$ cat config.mk
export PLATFORM = sky130hd
export DESIGN_NAME = bus_cycle_sequencer
export DESIGN_NICKNAME = d
export VERILOG_FILES = /design/src/hdl/bus_seq_pkg.sv /design/src/hdl/hold_reg.sv /design/src/hdl/offset_adder.sv /design/src/hdl/bus_cycle_sequencer.sv
export SDC_FILE = /design/constraint.sdc
export NUM_CORES = 1
export LEC_CHECK = 0
export BUFFER_PORTS_ARGS = -buffer_cell sky130_fd_sc_hd__buf_2
export CAP_MARGIN = 20
export CELL_PAD_IN_SITES_DETAIL_PLACEMENT = 2
export CELL_PAD_IN_SITES_GLOBAL_PLACEMENT = 2
export CORE_UTILIZATION = 32
export CTS_BUF_LIST = sky130_fd_sc_hd__clkbuf_8
export CTS_CLUSTER_SIZE = 16
export DETAILED_ROUTE_END_ITERATION = 6
export HOLD_SLACK_MARGIN = 0.03
export PLACE_DENSITY_LB_ADDON = 0.12
export SLEW_MARGIN = 20
export SYNTH_ARGS = -nofsm -noshare
export SYNTH_HDL_FRONTEND = slang
export SYNTH_HIERARCHICAL = 1
export SYNTH_SLANG_ARGS = --single-unit
$ cat constraint.sdc
create_clock -name mclk -period 5.53 [get_ports mclk]
set_input_delay 1.106 -clock mclk [delete_from_list [all_inputs] [get_ports mclk]]
set_output_delay 1.106 -clock mclk [all_outputs]
set_load 0.05 [all_outputs]
$ cat src/hdl/bus_seq_pkg.sv
// Constants and types shared by the bus cycle sequencer.
// Assumes one bus cycle per mclk period.
package bus_seq_pkg;

    // Instruction groups the sequencer knows how to run
    typedef enum logic [3:0] {
        k_idx_store_accumulator,
        k_idx_read_modify_write,
        k_idx_store_word,
        k_idx_call_subroutine,
        k_ext_jump_absolute,
        k_ext_read_operand,
        k_ext_load_word,
        k_ext_store_accumulator,
        k_ext_read_modify_write
    } op_kind_t;

    // Clock
    localparam int unsigned MCLK_PERIOD_NS = 50;

    // Cycle numbering
    localparam logic [3:0] CYC_IDLE   = 4'h0;
    localparam logic [3:0] CYC_OPCODE = 4'h1;
    localparam logic [3:0] CYC_SECOND = 4'h2;
    localparam logic [3:0] CYC_THIRD  = 4'h3;
    localparam logic [3:0] CYC_FOURTH = 4'h4;
    localparam logic [3:0] CYC_FIFTH  = 4'h5;
    localparam logic [3:0] CYC_SIXTH  = 4'h6;
    localparam logic [3:0] CYC_SEVENTH = 4'h7;
    localparam logic [3:0] CYC_EIGHTH = 4'h8;

    // Cycle counts per instruction group
    localparam logic [3:0] LEN_IDX_STORE_ACC = 4'h6;
    localparam logic [3:0] LEN_IDX_RMW       = 4'h7;
    localparam logic [3:0] LEN_IDX_STORE_WORD = 4'h7;
    localparam logic [3:0] LEN_IDX_CALL      = 4'h8;
    localparam logic [3:0] LEN_EXT_JUMP      = 4'h3;
    localparam logic [3:0] LEN_EXT_READ      = 4'h4;
    localparam logic [3:0] LEN_EXT_LOAD_WORD = 4'h5;
    localparam logic [3:0] LEN_EXT_STORE_ACC = 4'h5;
    localparam logic [3:0] LEN_EXT_RMW       = 4'h6;

    // Address steps
    localparam logic [15:0] STEP_ONE = 16'h0001;
    localparam logic [15:0] STEP_TWO = 16'h0002;

    // Values after reset; ADDR_RST and BYTE_RST also while idle, WORD_RST also on start
    localparam logic [15:0] ADDR_RST  = 16'h0000;
    localparam logic [7:0]  BYTE_RST  = 8'h00;
    localparam logic [15:0] WORD_RST  = 16'h0000;

endpackage : bus_seq_pkg

$ cat src/hdl/hold_reg.sv
// Register with load enable.
// Assumes a single clock and asynchronous active-high reset.
`timescale 1ns/1ps
`default_nettype none
module hold_reg #(
    parameter int unsigned W = 16
) (
    // Clock and reset
    input  wire logic         mclk,
    input  wire logic         rst,
    // Load
    input  wire logic         load,
    input  wire logic [W-1:0] value,
    // Held value
    output logic      [W-1:0] held_q
);

    logic [W-1:0] held_d;

    always_comb
    begin
        held_d = load ? value : held_q;
    end

    always_ff @(posedge mclk or posedge rst)
    begin
        if (rst)
            held_q <= '0;
        else
            held_q <= held_d;
    end

endmodule : hold_reg
`default_nettype wire

$ cat src/hdl/offset_adder.sv
// Adds an unsigned 8-bit offset to a 16-bit base.
// With CARRY at 0 the high byte of the base passes unchanged.
`timescale 1ns/1ps
`default_nettype none
module offset_adder #(
    parameter bit CARRY = 1'b1
) (
    // Operands
    input  wire logic [15:0] base,
    input  wire logic [7:0]  offset,
    // Result
    output logic      [15:0] sum
);

    always_comb
    begin
        if (CARRY)
            sum = 16'(base + {8'h00, offset});
        else
            sum = {base[15:8], 8'(base[7:0] + offset)};
    end

endmodule : offset_adder
`default_nettype wire

$ cat src/hdl/bus_cycle_sequencer.sv
// Bus cycle sequencer for indexed and extended instructions.
// Assumes the core supplies the instruction group at start and keeps
// accumulator, word and new operand data valid when written.
`timescale 1ns/1ps
`default_nettype none
module bus_cycle_sequencer (
    // Clock and reset
    input  wire logic                   mclk,
    input  wire logic                   rst,
    // Instruction start
    input  wire logic                   start,
    input  wire bus_seq_pkg::op_kind_t  kind,
    input  wire logic                   test_only,
    input  wire logic [15:0]            opcode_addr,
    input  wire logic [15:0]            index_reg,
    input  wire logic [15:0]            stack_ptr,
    // Data to be written
    input  wire logic [7:0]             acc_data,
    input  wire logic [15:0]            word_data,
    input  wire logic [7:0]             new_data,
    // Bus
    input  wire logic [7:0]             data_in,
    output logic      [15:0]            addr_q,
    output logic                        valid_memory_address_q,
    output logic                        rd_wr_n_q,
    output logic      [7:0]             data_out_q,
    // Status and results
    output logic                        busy,
    output logic                        last_cycle_q,
    output logic      [3:0]             cycle_q,
    output logic      [15:0]            operand_q,
    output logic      [15:0]            target_q
);

    bus_seq_pkg::op_kind_t kind_q;
    bus_seq_pkg::op_kind_t kind_d;
    logic [3:0]  cycle_d;
    logic        test_q;
    logic        test_d;
    logic [7:0]  addr_hi_q;
    logic [7:0]  addr_hi_d;
    logic [7:0]  addr_lo_q;
    logic [7:0]  addr_lo_d;
    logic [15:0] operand_d;
    logic [15:0] addr_d;
    logic        vma_d;
    logic        rd_wr_n_d;
    logic [7:0]  data_out_d;
    logic        last_cycle_d;
    logic        take;
    logic        at_end;
    logic [3:0]  length_now;
    logic [3:0]  length_next;
    logic [15:0] pc_held_q;
    logic [15:0] ix_held_q;
    logic [15:0] sp_held_q;
    logic [15:0] pc_v;
    logic [15:0] ix_v;
    logic [15:0] sp_v;
    logic [15:0] ix_nc;
    logic [15:0] ix_ea;
    logic [15:0] ext_ea;
    logic [15:0] ret_addr;

    // Cycle count of each group
    function automatic logic [3:0] length_of(input bus_seq_pkg::op_kind_t k);
        logic [3:0] n;
        n = bus_seq_pkg::LEN_EXT_JUMP;
        unique case (k)
            bus_seq_pkg::k_idx_store_accumulator: n = bus_seq_pkg::LEN_IDX_STORE_ACC;
            bus_seq_pkg::k_idx_read_modify_write: n = bus_seq_pkg::LEN_IDX_RMW;
            bus_seq_pkg::k_idx_store_word:        n = bus_seq_pkg::LEN_IDX_STORE_WORD;
            bus_seq_pkg::k_idx_call_subroutine:   n = bus_seq_pkg::LEN_IDX_CALL;
            bus_seq_pkg::k_ext_jump_absolute:     n = bus_seq_pkg::LEN_EXT_JUMP;
            bus_seq_pkg::k_ext_read_operand:      n = bus_seq_pkg::LEN_EXT_READ;
            bus_seq_pkg::k_ext_load_word:         n = bus_seq_pkg::LEN_EXT_LOAD_WORD;
            bus_seq_pkg::k_ext_store_accumulator: n = bus_seq_pkg::LEN_EXT_STORE_ACC;
            bus_seq_pkg::k_ext_read_modify_write: n = bus_seq_pkg::LEN_EXT_RMW;
            default:                              n = bus_seq_pkg::LEN_EXT_JUMP;
        endcase
        return n;
    endfunction : length_of

    function automatic logic is_indexed(input bus_seq_pkg::op_kind_t k);
        return (k == bus_seq_pkg::k_idx_store_accumulator) || (k == bus_seq_pkg::k_idx_read_modify_write) ||
               (k == bus_seq_pkg::k_idx_store_word) || (k == bus_seq_pkg::k_idx_call_subroutine);
    endfunction : is_indexed

    // Start is accepted while idle or in the last cycle
    assign length_now = length_of(kind_q);
    assign at_end     = (cycle_q == bus_seq_pkg::CYC_IDLE) || (cycle_q == length_now);
    assign take       = at_end && start;
    assign busy       = (cycle_q != bus_seq_pkg::CYC_IDLE);

    // Base addresses held for the whole instruction
    hold_reg #(
        .W      (16)
    ) u_pc_hold (
        .mclk   (mclk),
        .rst    (rst),
        .load   (take),
        .value  (opcode_addr),
        .held_q (pc_held_q)
    );

    hold_reg #(
        .W      (16)
    ) u_ix_hold (
        .mclk   (mclk),
        .rst    (rst),
        .load   (take),
        .value  (index_reg),
        .held_q (ix_held_q)
    );

    hold_reg #(
        .W      (16)
    ) u_sp_hold (
        .mclk   (mclk),
        .rst    (rst),
        .load   (take),
        .value  (stack_ptr),
        .held_q (sp_held_q)
    );

    assign pc_v = take ? opcode_addr : pc_held_q;
    assign ix_v = take ? index_reg : ix_held_q;
    assign sp_v = take ? stack_ptr : sp_held_q;

    // Index plus offset, without and with carry into the high byte
    offset_adder #(
        .CARRY  (1'b0)
    ) u_ix_nocarry (
        .base   (ix_v),
        .offset (addr_lo_d),
        .sum    (ix_nc)
    );

    offset_adder #(
        .CARRY  (1'b1)
    ) u_ix_full (
        .base   (ix_v),
        .offset (addr_lo_d),
        .sum    (ix_ea)
    );

    assign ext_ea   = {addr_hi_d, addr_lo_d};
    assign ret_addr = 16'(pc_v + bus_seq_pkg::STEP_TWO);

    // Sequencing and capture of read data
    always_comb
    begin
        cycle_d   = cycle_q;
        kind_d    = kind_q;
        test_d    = test_q;
        addr_hi_d = addr_hi_q;
        addr_lo_d = addr_lo_q;
        // Read capture below wins over the clear on take
        operand_d = take ? bus_seq_pkg::WORD_RST : operand_q;
        if (busy && valid_memory_address_q && rd_wr_n_q)
        begin
            if (cycle_q == bus_seq_pkg::CYC_SECOND)
            begin
                if (is_indexed(kind_q))
                    addr_lo_d = data_in;
                else
                    addr_hi_d = data_in;
            end
            else if (cycle_q == bus_seq_pkg::CYC_THIRD && !is_indexed(kind_q))
                addr_lo_d = data_in;
            else if (cycle_q >= bus_seq_pkg::CYC_FOURTH)
                operand_d = {operand_q[7:0], data_in};
        end
        if (take)
        begin
            cycle_d   = bus_seq_pkg::CYC_OPCODE;
            kind_d    = kind;
            test_d    = test_only;
        end
        else if (at_end)
            cycle_d = bus_seq_pkg::CYC_IDLE;
        else
            cycle_d = 4'(cycle_q + 4'h1);
    end

    // Bus content of the cycle about to begin
    always_comb
    begin
        length_next  = length_of(kind_d);
        addr_d       = bus_seq_pkg::ADDR_RST;
        vma_d        = 1'b0;
        rd_wr_n_d    = 1'b1;
        data_out_d   = bus_seq_pkg::BYTE_RST;
        last_cycle_d = (cycle_d != bus_seq_pkg::CYC_IDLE) && (cycle_d == length_next);
        if (cycle_d == bus_seq_pkg::CYC_OPCODE)
        begin
            addr_d = pc_v;
            vma_d  = 1'b1;
        end
        else if (cycle_d == bus_seq_pkg::CYC_SECOND)
        begin
            addr_d = 16'(pc_v + bus_seq_pkg::STEP_ONE);
            vma_d  = 1'b1;
        end
        else if (cycle_d != bus_seq_pkg::CYC_IDLE)
        begin
            unique case (kind_d)
                bus_seq_pkg::k_idx_store_accumulator:
                begin
                    unique case (cycle_d)
                        bus_seq_pkg::CYC_THIRD:  addr_d = ix_v;
                        bus_seq_pkg::CYC_FOURTH: addr_d = ix_nc;
                        bus_seq_pkg::CYC_FIFTH:  addr_d = ix_ea;
                        default:
                        begin
                            addr_d     = ix_ea;
                            vma_d      = 1'b1;
                            rd_wr_n_d  = 1'b0;
                            data_out_d = acc_data;
                        end
                    endcase
                end
                bus_seq_pkg::k_idx_read_modify_write:
                begin
                    unique case (cycle_d)
                        bus_seq_pkg::CYC_THIRD:  addr_d = ix_v;
                        bus_seq_pkg::CYC_FOURTH: addr_d = ix_nc;
                        bus_seq_pkg::CYC_FIFTH:
                        begin
                            addr_d = ix_ea;
                            vma_d  = 1'b1;
                        end
                        bus_seq_pkg::CYC_SIXTH:  addr_d = ix_ea;
                        default:
                        begin
                            addr_d = ix_ea;
                            vma_d  = !test_d;
                            if (!test_d)
                            begin
                                rd_wr_n_d  = 1'b0;
                                data_out_d = new_data;
                            end
                        end
                    endcase
                end
                bus_seq_pkg::k_idx_store_word:
                begin
                    unique case (cycle_d)
                        bus_seq_pkg::CYC_THIRD:  addr_d = ix_v;
                        bus_seq_pkg::CYC_FOURTH: addr_d = ix_nc;
                        bus_seq_pkg::CYC_FIFTH:  addr_d = ix_ea;
                        bus_seq_pkg::CYC_SIXTH:
                        begin
                            addr_d     = ix_ea;
                            vma_d      = 1'b1;
                            rd_wr_n_d  = 1'b0;
                            data_out_d = word_data[15:8];
                        end
                        default:
                        begin
                            addr_d     = 16'(ix_ea + bus_seq_pkg::STEP_ONE);
                            vma_d      = 1'b1;
                            rd_wr_n_d  = 1'b0;
                            data_out_d = word_data[7:0];
                        end
                    endcase
                end
                bus_seq_pkg::k_idx_call_subroutine:
                begin
                    unique case (cycle_d)
                        bus_seq_pkg::CYC_THIRD:  addr_d = ix_v;
                        bus_seq_pkg::CYC_FOURTH:
                        begin
                            addr_d     = sp_v;
                            vma_d      = 1'b1;
                            rd_wr_n_d  = 1'b0;
                            data_out_d = ret_addr[7:0];
                        end
                        bus_seq_pkg::CYC_FIFTH:
                        begin
                            addr_d     = 16'(sp_v - bus_seq_pkg::STEP_ONE);
                            vma_d      = 1'b1;
                            rd_wr_n_d  = 1'b0;
                            data_out_d = ret_addr[15:8];
                        end
                        bus_seq_pkg::CYC_SIXTH:   addr_d = 16'(sp_v - bus_seq_pkg::STEP_TWO);
                        bus_seq_pkg::CYC_SEVENTH: addr_d = ix_v;
                        default:                  addr_d = ix_nc;
                    endcase
                end
                bus_seq_pkg::k_ext_jump_absolute,
                bus_seq_pkg::k_ext_read_operand,
                bus_seq_pkg::k_ext_load_word,
                bus_seq_pkg::k_ext_store_accumulator,
                bus_seq_pkg::k_ext_read_modify_write:
                begin
                    if (cycle_d == bus_seq_pkg::CYC_THIRD)
                    begin
                        addr_d = 16'(pc_v + bus_seq_pkg::STEP_TWO);
                        vma_d  = 1'b1;
                    end
                    else if (kind_d == bus_seq_pkg::k_ext_read_operand)
                    begin
                        addr_d = ext_ea;
                        vma_d  = 1'b1;
                    end
                    else if (kind_d == bus_seq_pkg::k_ext_load_word)
                    begin
                        addr_d = (cycle_d == bus_seq_pkg::CYC_FOURTH) ? ext_ea :
                                 16'(ext_ea + bus_seq_pkg::STEP_ONE);
                        vma_d  = 1'b1;
                    end
                    else if (kind_d == bus_seq_pkg::k_ext_store_accumulator)
                    begin
                        addr_d = ext_ea;
                        if (cycle_d == bus_seq_pkg::CYC_FIFTH)
                        begin
                            vma_d      = 1'b1;
                            rd_wr_n_d  = 1'b0;
                            data_out_d = acc_data;
                        end
                    end
                    else
                    begin
                        addr_d = ext_ea;
                        if (cycle_d == bus_seq_pkg::CYC_FOURTH)
                            vma_d = 1'b1;
                        else if (cycle_d == bus_seq_pkg::CYC_SIXTH && !test_d)
                        begin
                            vma_d      = 1'b1;
                            rd_wr_n_d  = 1'b0;
                            data_out_d = new_data;
                        end
                    end
                end
                default: addr_d = bus_seq_pkg::ADDR_RST;
            endcase
        end
        if (!vma_d)
        begin
            rd_wr_n_d  = 1'b1;
            data_out_d = bus_seq_pkg::BYTE_RST;
        end
    end

    always_ff @(posedge mclk or posedge rst)
    begin
        if (rst)
        begin
            cycle_q                <= bus_seq_pkg::CYC_IDLE;
            kind_q                 <= bus_seq_pkg::k_ext_jump_absolute;
            test_q                 <= 1'b0;
            addr_hi_q              <= bus_seq_pkg::BYTE_RST;
            addr_lo_q              <= bus_seq_pkg::BYTE_RST;
            operand_q              <= bus_seq_pkg::WORD_RST;
            addr_q                 <= bus_seq_pkg::ADDR_RST;
            valid_memory_address_q <= 1'b0;
            rd_wr_n_q              <= 1'b1;
            data_out_q             <= bus_seq_pkg::BYTE_RST;
            last_cycle_q           <= 1'b0;
        end
        else
        begin
            cycle_q                <= cycle_d;
            kind_q                 <= kind_d;
            test_q                 <= test_d;
            addr_hi_q              <= addr_hi_d;
            addr_lo_q              <= addr_lo_d;
            operand_q              <= operand_d;
            addr_q                 <= addr_d;
            valid_memory_address_q <= vma_d;
            rd_wr_n_q              <= rd_wr_n_d;
            data_out_q             <= data_out_d;
            last_cycle_q           <= last_cycle_d;
        end
    end

    assign target_q = {addr_hi_q, addr_lo_q};

endmodule : bus_cycle_sequencer
`default_nettype wire

==> results.toml, run 1 <==
[drt]
wl_met2_mm = 26.6
drt-vias-per-instance = 6.06
wl_met1_mm = 25.6
drc = 0
wl_met3_mm = 2.66
drt_iter0_markers = 938
routed_wl_mm = 56.5
wire_per_inst_um = 28.0
final_antenna_net_count = 0
routed.top_layer = "met4"
firstDrtPassIters = 7
vias = 12200

[clock_tree]
cts_made_buffers = 17
cts-root-buf = "clkbuf_8"
clockBufferDepth = 2
cts.hold.buffers_added = 0
cts_tree = "done"
clock_latency_ns = 0.52
htree_levels = 4
clk_pin_slew_ns = 0.09
cts.sinks = 116

[setup_path]
cpMostUsedCell = "buf_4"
crit_chain = "inv_1, ha_1, and2b_1, o31ai_4, xnor2_1, a31oi_4, buf_4, buf_4, mux2i_1, buf_4, ha_1, inv_1, nor2_1, nand4_1, a21boi_1, nand4_1, nor4_2, xor2_1, a211oi_1, o221ai_1"
cp-end-kind = "register"
path_buf_inv = 5
slowest_delay_ns = 0.48
crit_required_ns = 5.96
critPathSlowestCell = "xor2_1"
crit_fanout = 5
path_class = "reg2reg"
regToRegStartpoint = "kind_q[1]$_DFF_PP0_"
critPathLaunchType = "register"
crit_start = "kind_q[1]$_DFF_PP0_"
cp.arrival_ns = 5.72
cp_top_family = "simple AND/OR/NAND/NOR gates"

[timing]
maxSlewHeadroom_pct = 38.5
maxSlewViolCount = 0
fin_crit_ns = 5.29
rsz0062_at_grt = "true"
setup_ws_ns = 0.235
setup_viol = 0
worst_pin_slew_ns = 0.922
fmax_ghz = 0.189
setup_tns_ns = 0
hold_viol_final = 0
clock_skew_ns = 0.0288
period_share_pct = 95.7

[synthesis]
synth_common_cells = "nand2_1, dfrtp_1, nor2_1"
synth_top_area_share_pct = 25.3
synth.avg_cell_area_sq_um = 8.25
synthCells = 1365
synth_cell_type_count = 98
yosys_warnings = 6
synth_most_common_cell = "nand2_1"
synth_top_cell_by_area = "dfrtp_1"
synth.area.top_cells = "dfrtp_1, nand2_1, mux2_4, xnor2_1, ha_1"
synth_edf_count = 0
synth-seq-cells = 116
syn_area_sq_mm = 0.0113
async_reset_ff_share_pct = 100
yosysSeqAreaShare_pct = 25.8
syn-num-nets = 1499
synth_ff_type = "dfrtp_1"

[hold_path]
holdCritPathClass = "reg2reg"
worstHoldStart = "u_ix_hold/held_q[15]$_DFFE_PP0P_"

[global_routing]
grt_overflow = 0
grt_pass1_wl_mm = 84.6
grt_max_degree = 58
antenna_found_initial = 1
grt_pass1_vias = 12800
grt_usage_pct = 31.6

[job]
drv_cap = 0

[floorplan]
initial_utilization_pct = 32.6
die_h_um = 190
io_pins = 160
die-width_um = 190
fp.coreArea_sq_mm = 0.0345
fp-row-count = 68
dieArea_sq_mm = 0.0359

[placement]
gp_congestion = 0.964
dpl.cell_count = 1984
dpl_cell_area_sq_mm = 0.0129
dp_hpwl_mm = 45.2
io_buffers = 159
post-place-ws_ns = -0.0488

[cells_and_area]
final_area_sq_mm = 0.0134
fin_nets = 1684
fillers = 4045
final_cells = 2019
drive_above_1_share_pct = 26.6
area_delta_synth_final_pct = 19.3

[run_status]
status = "completed"
-- per-stage QoR --
stage / hold slack [ns] / util (%)
6_report: 0.510 / 38.9
5_1_grt: 0.525 / 38.9
4_1_cts: 0.514 / 38.5
3_5_place_dp: 0.496 / 37.2
3_3_place_gp: 0.489 / 37.2
2_1_floorplan: 0.476 / -
-- area by class of cell --
type	instances	area, sq um	area share [%]
multi-input cells	1113	7840	58.4
flip-flops and latches	116	2910	21.6
repair buffers	251	1510	11.3
well taps	455	569	4.24
clock buffers	17	234	1.74
inverters	51	199	1.48
clock inverters	15	171	1.28
diodes	1	2.50	0.0186
-- repair_timing --
| action | 4_1_cts | 5_1_grt |
|---|---|---|
| endpoints found under the setup margin | 1 | 9 |
| resized for setup | 0 | 24 |
| gates cloned | 0 | 0 |
| buffers inserted | 2 | 0 |
| pin swaps | 1 | 3 |
| endpoints found under the hold margin | 0 | 0 |
-- cells by family (layout without fill, tap and decap cells) --
| kind of cell | after synthesis | after routing | synth area share, % |
|---|---|---|---|
| buf+inv | 136 | 334 | 5.97 |
| fa+ha+maj | 38 | 38 | 4.36 |
| mux | 106 | 106 | 11.2 |
| simple gates | 478 | 478 | 20.9 |
| flops | 116 | 116 | 25.8 |
| xor+xnor | 80 | 80 | 6.22 |
| compound gates | 411 | 411 | 25.6 |
| other cells | 0 | 1 | 0 |
-- sequential cells by signal (all words and copies together), names as in the netlist --
signal                  cells
cycle_q                     4
addr_q                     16
operand_q                  16
data_out_q                  8
addr_hi_q                   8
test_q                      1
kind_q                      4
rd_wr_n_q                   1
addr_lo_q                   8
u_ix_hold/held_q           16
valid_memory_address_q      1
u_pc_hold/held_q           16
last_cycle_q                1
u_sp_hold/held_q           16
-- worst paths after layout --
check	slack [ns]	end	cells after the start
min reg2reg	0.51	u_ix_hold/held_q[15]$_DFFE_PP0P_	1
max reg2reg	0.24	addr_q[12]$_DFF_PP0_	20
min in group asynchronous	0.56	addr_q[13]$_DFF_PP0_	2
max	0.24	addr_q[12]$_DFF_PP0_	20
max in group asynchronous	3.79	cycle_q[0]$_DFF_PP0_	3
min	0.51	u_ix_hold/held_q[15]$_DFFE_PP0P_	1
-- layout by cell type, fill, tap and decap left out, drive strengths merged, types with 36 or more instances in the layout --
master	netlist	layout
a21oi	84	84
buf	45	251
dfrtp	114	114
ha	36	36
inv	49	52
mux2	67	67
mux2i	39	39
nand2	148	148
nand3	48	48
nor2	113	113
o21ai	88	88
xnor2	53	53
-- metal layers --
metal | vias to the layer above | track usage (%)
met5 | - | 0
met4 | 0 | 11.1
met3 | 78 | 4.13
met2 | 384 | 52.2
met1 | 6316 | 42.2
li1 | 5457 | -
Power of run 1 is not shown: default switching activity piles up to over one toggle a cycle in this logic, so the estimate is an artifact.
==> run 2: changes to the inputs <==
==> constraint.sdc (replaced) <==
create_clock -name mclk -period 5.53 [get_ports mclk]
set_input_delay 1.106 -clock mclk [delete_from_list [all_inputs] [get_ports mclk]]
set_output_delay 1.106 -clock mclk [all_outputs]
set_load 0.01 [all_outputs]
==> run 2 against run 1 <==
Effect of this change:
- die area is the same
- first-iteration DRC count shrank 12%
- clock skew shrank 0.0038 ns
- critical endpoint is now addr_q[15]$_DFF_PP0_
- highest routed layer is now met5
- clock-buffer cell count grew 1
- sequential share of layout area grew 0.057 points
- global-route usage shrank 0.14 points
- core utilization shrank 0.10 points
- via count shrank 0.32%
- fmax shrank 2.0%
==> results.toml, run 2 (synthesis gave the netlist of run 1 again) <==
[run_status]
status = "completed"

[clock_tree]
cts_tree = "done"
cts.sinks = 116
cts-root-buf = "clkbuf_8"
clockBufferDepth = 2
clk_pin_slew_ns = 0.09
clock_latency_ns = 0.51
htree_levels = 4
cts_made_buffers = 17
cts.hold.buffers_added = 0

[floorplan]
die_h_um = 190
fp.coreArea_sq_mm = 0.0345
fp-row-count = 68
die-width_um = 190
io_pins = 160
initial_utilization_pct = 32.6
dieArea_sq_mm = 0.0359

[timing]
maxSlewHeadroom_pct = 39.3
fmax_ghz = 0.185
setup_tns_ns = 0
clock_skew_ns = 0.0250
period_share_pct = 97.7
rsz0062_at_grt = "true"
fin_crit_ns = 5.40
worst_pin_slew_ns = 0.907
maxSlewViolCount = 0
hold_viol_final = 0
setup_viol = 0

[cells_and_area]
area_delta_synth_final_pct = 19.0
fin_nets = 1680
drive_above_1_share_pct = 26.3
final_cells = 2014
antenna_cells = 0
fillers = 4012
final_cell_mix = "buf_2, nand2_1, dfrtp_1"
final_area_sq_mm = 0.0134
layout_commonest_cell = "buf_2"

[drt]
drt_iter0_markers = 827
firstDrtPassIters = 7
drc = 0
vias = 12200
wire_per_inst_um = 28.3
final_antenna_net_count = 0
drt-vias-per-instance = 6.06
routed_wl_mm = 56.9

[placement]
dp_hpwl_mm = 45.0
dpl.cell_count = 1975
io_buffers = 159
gp_congestion = 0.985
dpl_cell_area_sq_mm = 0.0128

[setup_path]
crit_chain = "inv_1, ha_1, nor4_1, buf_4, o2111ai_1, o32ai_1, a211o_1, clkinvlp_4, ha_1, a211oi_4, buf_4, nor3_4, o21ai_1, xnor2_2, nand3_1, nor2_1, nand4_1, a21o_1, a211oi_1, o22ai_1, nor3_1, o221ai_1"
cp_num_cells = 22
path_buf_inv = 4
critPathSlowestCell = "dfrtp_1"
r2r_slack_ns = 0.13
critPathLaunchType = "register"
rr_worst_depth = 22
regToRegStartpoint = "kind_q[1]$_DFF_PP0_"
slowest_delay_ns = 0.42
crit_fanout = 6
path_class = "reg2reg"
cp-end-kind = "register"
crit_required_ns = 5.90
cp.arrival_ns = 5.77
crit_start = "kind_q[1]$_DFF_PP0_"
cp_top_family = "compound AO/OA/AOI/OAI gates"
worstReg2RegEnd = "addr_q[15]$_DFF_PP0_"

[global_routing]
grt_max_degree = 67
grt_usage_pct = 31.5
grt_pass1_vias = 12700
antenna_found_initial = 2
grt_pass1_wl_mm = 83.8
grt_overflow = 0

[hold_path]
holdCritPathClass = "reg2reg"
holdPathEnd = "operand_q[11]$_DFF_PP0_"
worstHoldStart = "operand_q[3]$_DFF_PP0_"
hold_path_depth = 2

[job]
drv_cap = 0
## run 2: final cells by class
cell class	instances	area, sq um	area share, %
Clock buffer	18	248	1.85
Sequential cell	116	2910	21.7
Clock inverter	14	151	1.13
Tap cell	455	569	4.25
Timing Repair Buffer	247	1490	11.1
Multi-Input combinational cell	1113	7840	58.5
Inverter	51	199	1.48
## run 2: through the flow
step | hold WS [ns] | worst slack (ns) | util [%]
after floorplan | 0.476 | 0.266 | -
after global placement | 0.490 | 0.116 | 37.0
after detailed placement | 0.497 | -0.00765 | 37.0
after CTS | 0.522 | 0.0342 | 38.2
after global routing | 0.542 | -0.0462 | 38.8
final | 0.512 | 0.130 | 38.8
## run 2: worst max-delay path by stage
| stage | slack, ns | endpoint |
|---|---|---|
| 2_1_floorplan | 0.27 | addr_q[12]$_DFF_PP0_ |
| 3_3_place_gp | 0.12 | addr_q[15]$_DFF_PP0_ |
| 3_5_place_dp | -0.008 | addr_q[15]$_DFF_PP0_ |
| 4_1_cts | 0.03 | addr_q[15]$_DFF_PP0_ |
| 5_1_grt | -0.05 | addr_q[12]$_DFF_PP0_ |
| 6_report | 0.13 | addr_q[15]$_DFF_PP0_ |
## run 2: what timing repair did
| item | 4_1_cts | 5_1_grt |
|---|---|---|
| setup endpoints to repair | 1 | 7 |
| pin swaps | 0 | 4 |
| resized for setup | 1 | 26 |
| gates cloned | 0 | 1 |
| buffers inserted | 0 | 6 |
## run 2: worst register-to-register path, cell delays in order, from the launching register on
cell        delay (ns)
dfrtp_1           0.42
inv_1             0.11
ha_1              0.23
nor4_1            0.30
buf_4             0.17
o2111ai_1         0.27
o32ai_1           0.36
a211o_1           0.29
clkinvlp_4        0.29
ha_1              0.42
a211oi_4          0.34
buf_4             0.18
nor3_4            0.05
o21ai_1           0.21
xnor2_2           0.17
nand3_1           0.13
nor2_1            0.20
nand4_1           0.14
a21o_1            0.21
a211oi_1          0.23
o22ai_1           0.11
nor3_1            0.28
o221ai_1          0.17
## run 2: metal layers
layer  GRT usage [%]  wire (um)  vias to the layer above
met5               0         49                        -
met2            52.6      27000                      344
met1            41.7      25600                     6318
met4            10.6       1780                        4
li1                -          -                     5435
met3            4.17       2480                       95
Power of run 2 is left out for the same reason.
==> run 3: changes to the inputs <==
--- a/config.mk
+++ b/config.mk
@@ -9,7 +9,8 @@
 export CAP_MARGIN = 20
 export CELL_PAD_IN_SITES_DETAIL_PLACEMENT = 2
 export CELL_PAD_IN_SITES_GLOBAL_PLACEMENT = 2
-export CORE_UTILIZATION = 32
+export CORE_MARGIN = 4
+export CORE_UTILIZATION = 25
 export CTS_BUF_LIST = sky130_fd_sc_hd__clkbuf_8
 export CTS_CLUSTER_SIZE = 16
 export DETAILED_ROUTE_END_ITERATION = 6
==> run 3 against run 2 <==
Effect of this change:
- flip-flop and latch count did not move
- setup slack better by 0.18 ns
- non-clock buffer count stayed put
- final cell count up 6.9%
- core utilization decreased by 8.3 points
- critical path type unchanged
- hold slack gained 0.0039 ns
- fmax is 3.5% higher
- wire length is 6.5% higher
- register-to-register slack improved by 0.18 ns
==> results.toml, run 3 (synthesis gave the netlist of run 1 again) <==
[run_status]
status = "completed"

[setup_path]
cp-end-kind = "register"
cp.arrival_ns = 5.63
crit_chain = "inv_1, ha_1, nor4_2, nor2_1, or4_1, o221ai_2, inv_1, ha_1, nand3_1, o211ai_2, o21ai_1, xnor2_1, nand3_1, nor2_1, nand4_1, a21o_1, a211oi_1, o22ai_1, nor3_1, o221ai_1"
crit_fanout = 5
slowest_delay_ns = 0.68
critPathLaunchType = "register"
rr_worst_depth = 20
crit_required_ns = 5.95
path_class = "reg2reg"
critPathSlowestCell = "or4_1"

[clock_tree]
clock_latency_ns = 0.56
clockBufferDepth = 2
clk_pin_slew_ns = 0.09
cts.sinks = 116
cts_made_buffers = 17
cts-root-buf = "clkbuf_8"
cts_tree = "done"
htree_levels = 4

[floorplan]
fp.coreArea_sq_mm = 0.0444
fp-row-count = 77
dieArea_sq_mm = 0.0485
die-width_um = 220
io_pins = 160
die_h_um = 220
initial_utilization_pct = 25.3

[drt]
wl_met2_mm = 27.8
routed_wl_mm = 60.6
vias = 12000
wire_per_inst_um = 28.2
wl_met1_mm = 28.4
drt-vias-per-instance = 5.57
wl_met3_mm = 2.67
drt_iter0_markers = 849
firstDrtPassIters = 7
drc = 0
final_antenna_net_count = 0
routed.top_layer = "met4"

[job]
drv_cap = 0

[timing]
maxSlewViolCount = 0
fin_crit_ns = 5.22
hold_viol_final = 0
setup_viol = 0
period_share_pct = 94.3
worst_pin_slew_ns = 0.887
maxSlewHeadroom_pct = 40.9
whs_ns = 0.516
clock_skew_ns = 0.0215
fmax_ghz = 0.192

[global_routing]
grt_pass1_vias = 12500
grt_pass1_wl_mm = 87.7
antenna_found_initial = 1
grt_usage_pct = 24.7
grt_overflow = 0
grt_max_degree = 58

[placement]
io_buffers = 159
dpl.cell_count = 2115
gp_congestion = 0.905
dp_hpwl_mm = 48.7

[cells_and_area]
drive_above_1_share_pct = 26.4
final_cell_mix = "buf_2, nand2_1, dfrtp_1"
layout_commonest_cell = "buf_2"
fin_nets = 1680
final_cells = 2152
area_delta_synth_final_pct = 20.5

[hold_path]
holdCritPathClass = "reg2reg"
hold_path_depth = 1
[run 3: final cells by class]
class                      count  area (sq um)
tap                          592           741
inverter                      51           195
multi-input combinational   1113          7840
fill                        5100         30900
clock inverter                14           168
timing repair buffer         247          1460
clock buffer                  18           248
sequential                   116          2910
antenna                        1          2.50
[run 3: per-stage QoR]
step	TNS, ns	util (%)	cell area, sq um	setup slack (ns)
floorplan	0	-	11300	0.266
finish	0	30.5	13600	0.315
CTS	0	30.2	13400	0.0122
global placement	0	29.2	13000	0.234
detailed placement	0	29.2	13000	0.0256
global route	-0.0136	30.5	13600	-0.0109
[run 3: layer usage]
metal / vias up / global-route usage, %
li1: 5457 / -
met4: 0 / 8.44
met3: 66 / 3.45
met1: 6131 / 34.2
met5: - / 0
met2: 336 / 39.6
[run 3: critical path, delay by kind of cell, from the launching register on]
family / cells / cell delay [ns]
AO/OA/AOI/OAI: 7 / 1.47
flip-flops: 1 / 0.45
buffers and inverters: 2 / 0.26
adder cells (fa/ha/maj): 2 / 0.67
AND/OR/NAND/NOR: 8 / 2.03
XOR/XNOR: 1 / 0.22
[run 3: path summary, 6_finish.rpt]
kind | endpoint | slack (ns) | start
min | u_ix_hold/held_q[2]$_DFFE_PP0P_ | 0.52 | u_ix_hold/held_q[2]$_DFFE_PP0P_
max reg2reg | addr_q[15]$_DFF_PP0_ | 0.31 | kind_q[0]$_DFF_PP0_
max in group asynchronous | addr_q[4]$_DFF_PP0_ | 3.82 | rst
min reg2reg | u_ix_hold/held_q[2]$_DFFE_PP0P_ | 0.52 | u_ix_hold/held_q[2]$_DFFE_PP0P_
min in group asynchronous | addr_q[14]$_DFF_PP0_ | 0.54 | rst
max | addr_q[15]$_DFF_PP0_ | 0.31 | kind_q[0]$_DFF_PP0_
[run 3: timing repair]
item / in CTS / in global routing
pin swaps: 1 / 6
hold buffers: 0 / 0
buffers inserted: 0 / 4
hold endpoints to repair: 0 / 0
endpoints found under the setup margin: 1 / 13
gates resized for setup: 1 / 28
Power of run 3 is left out for the same reason.
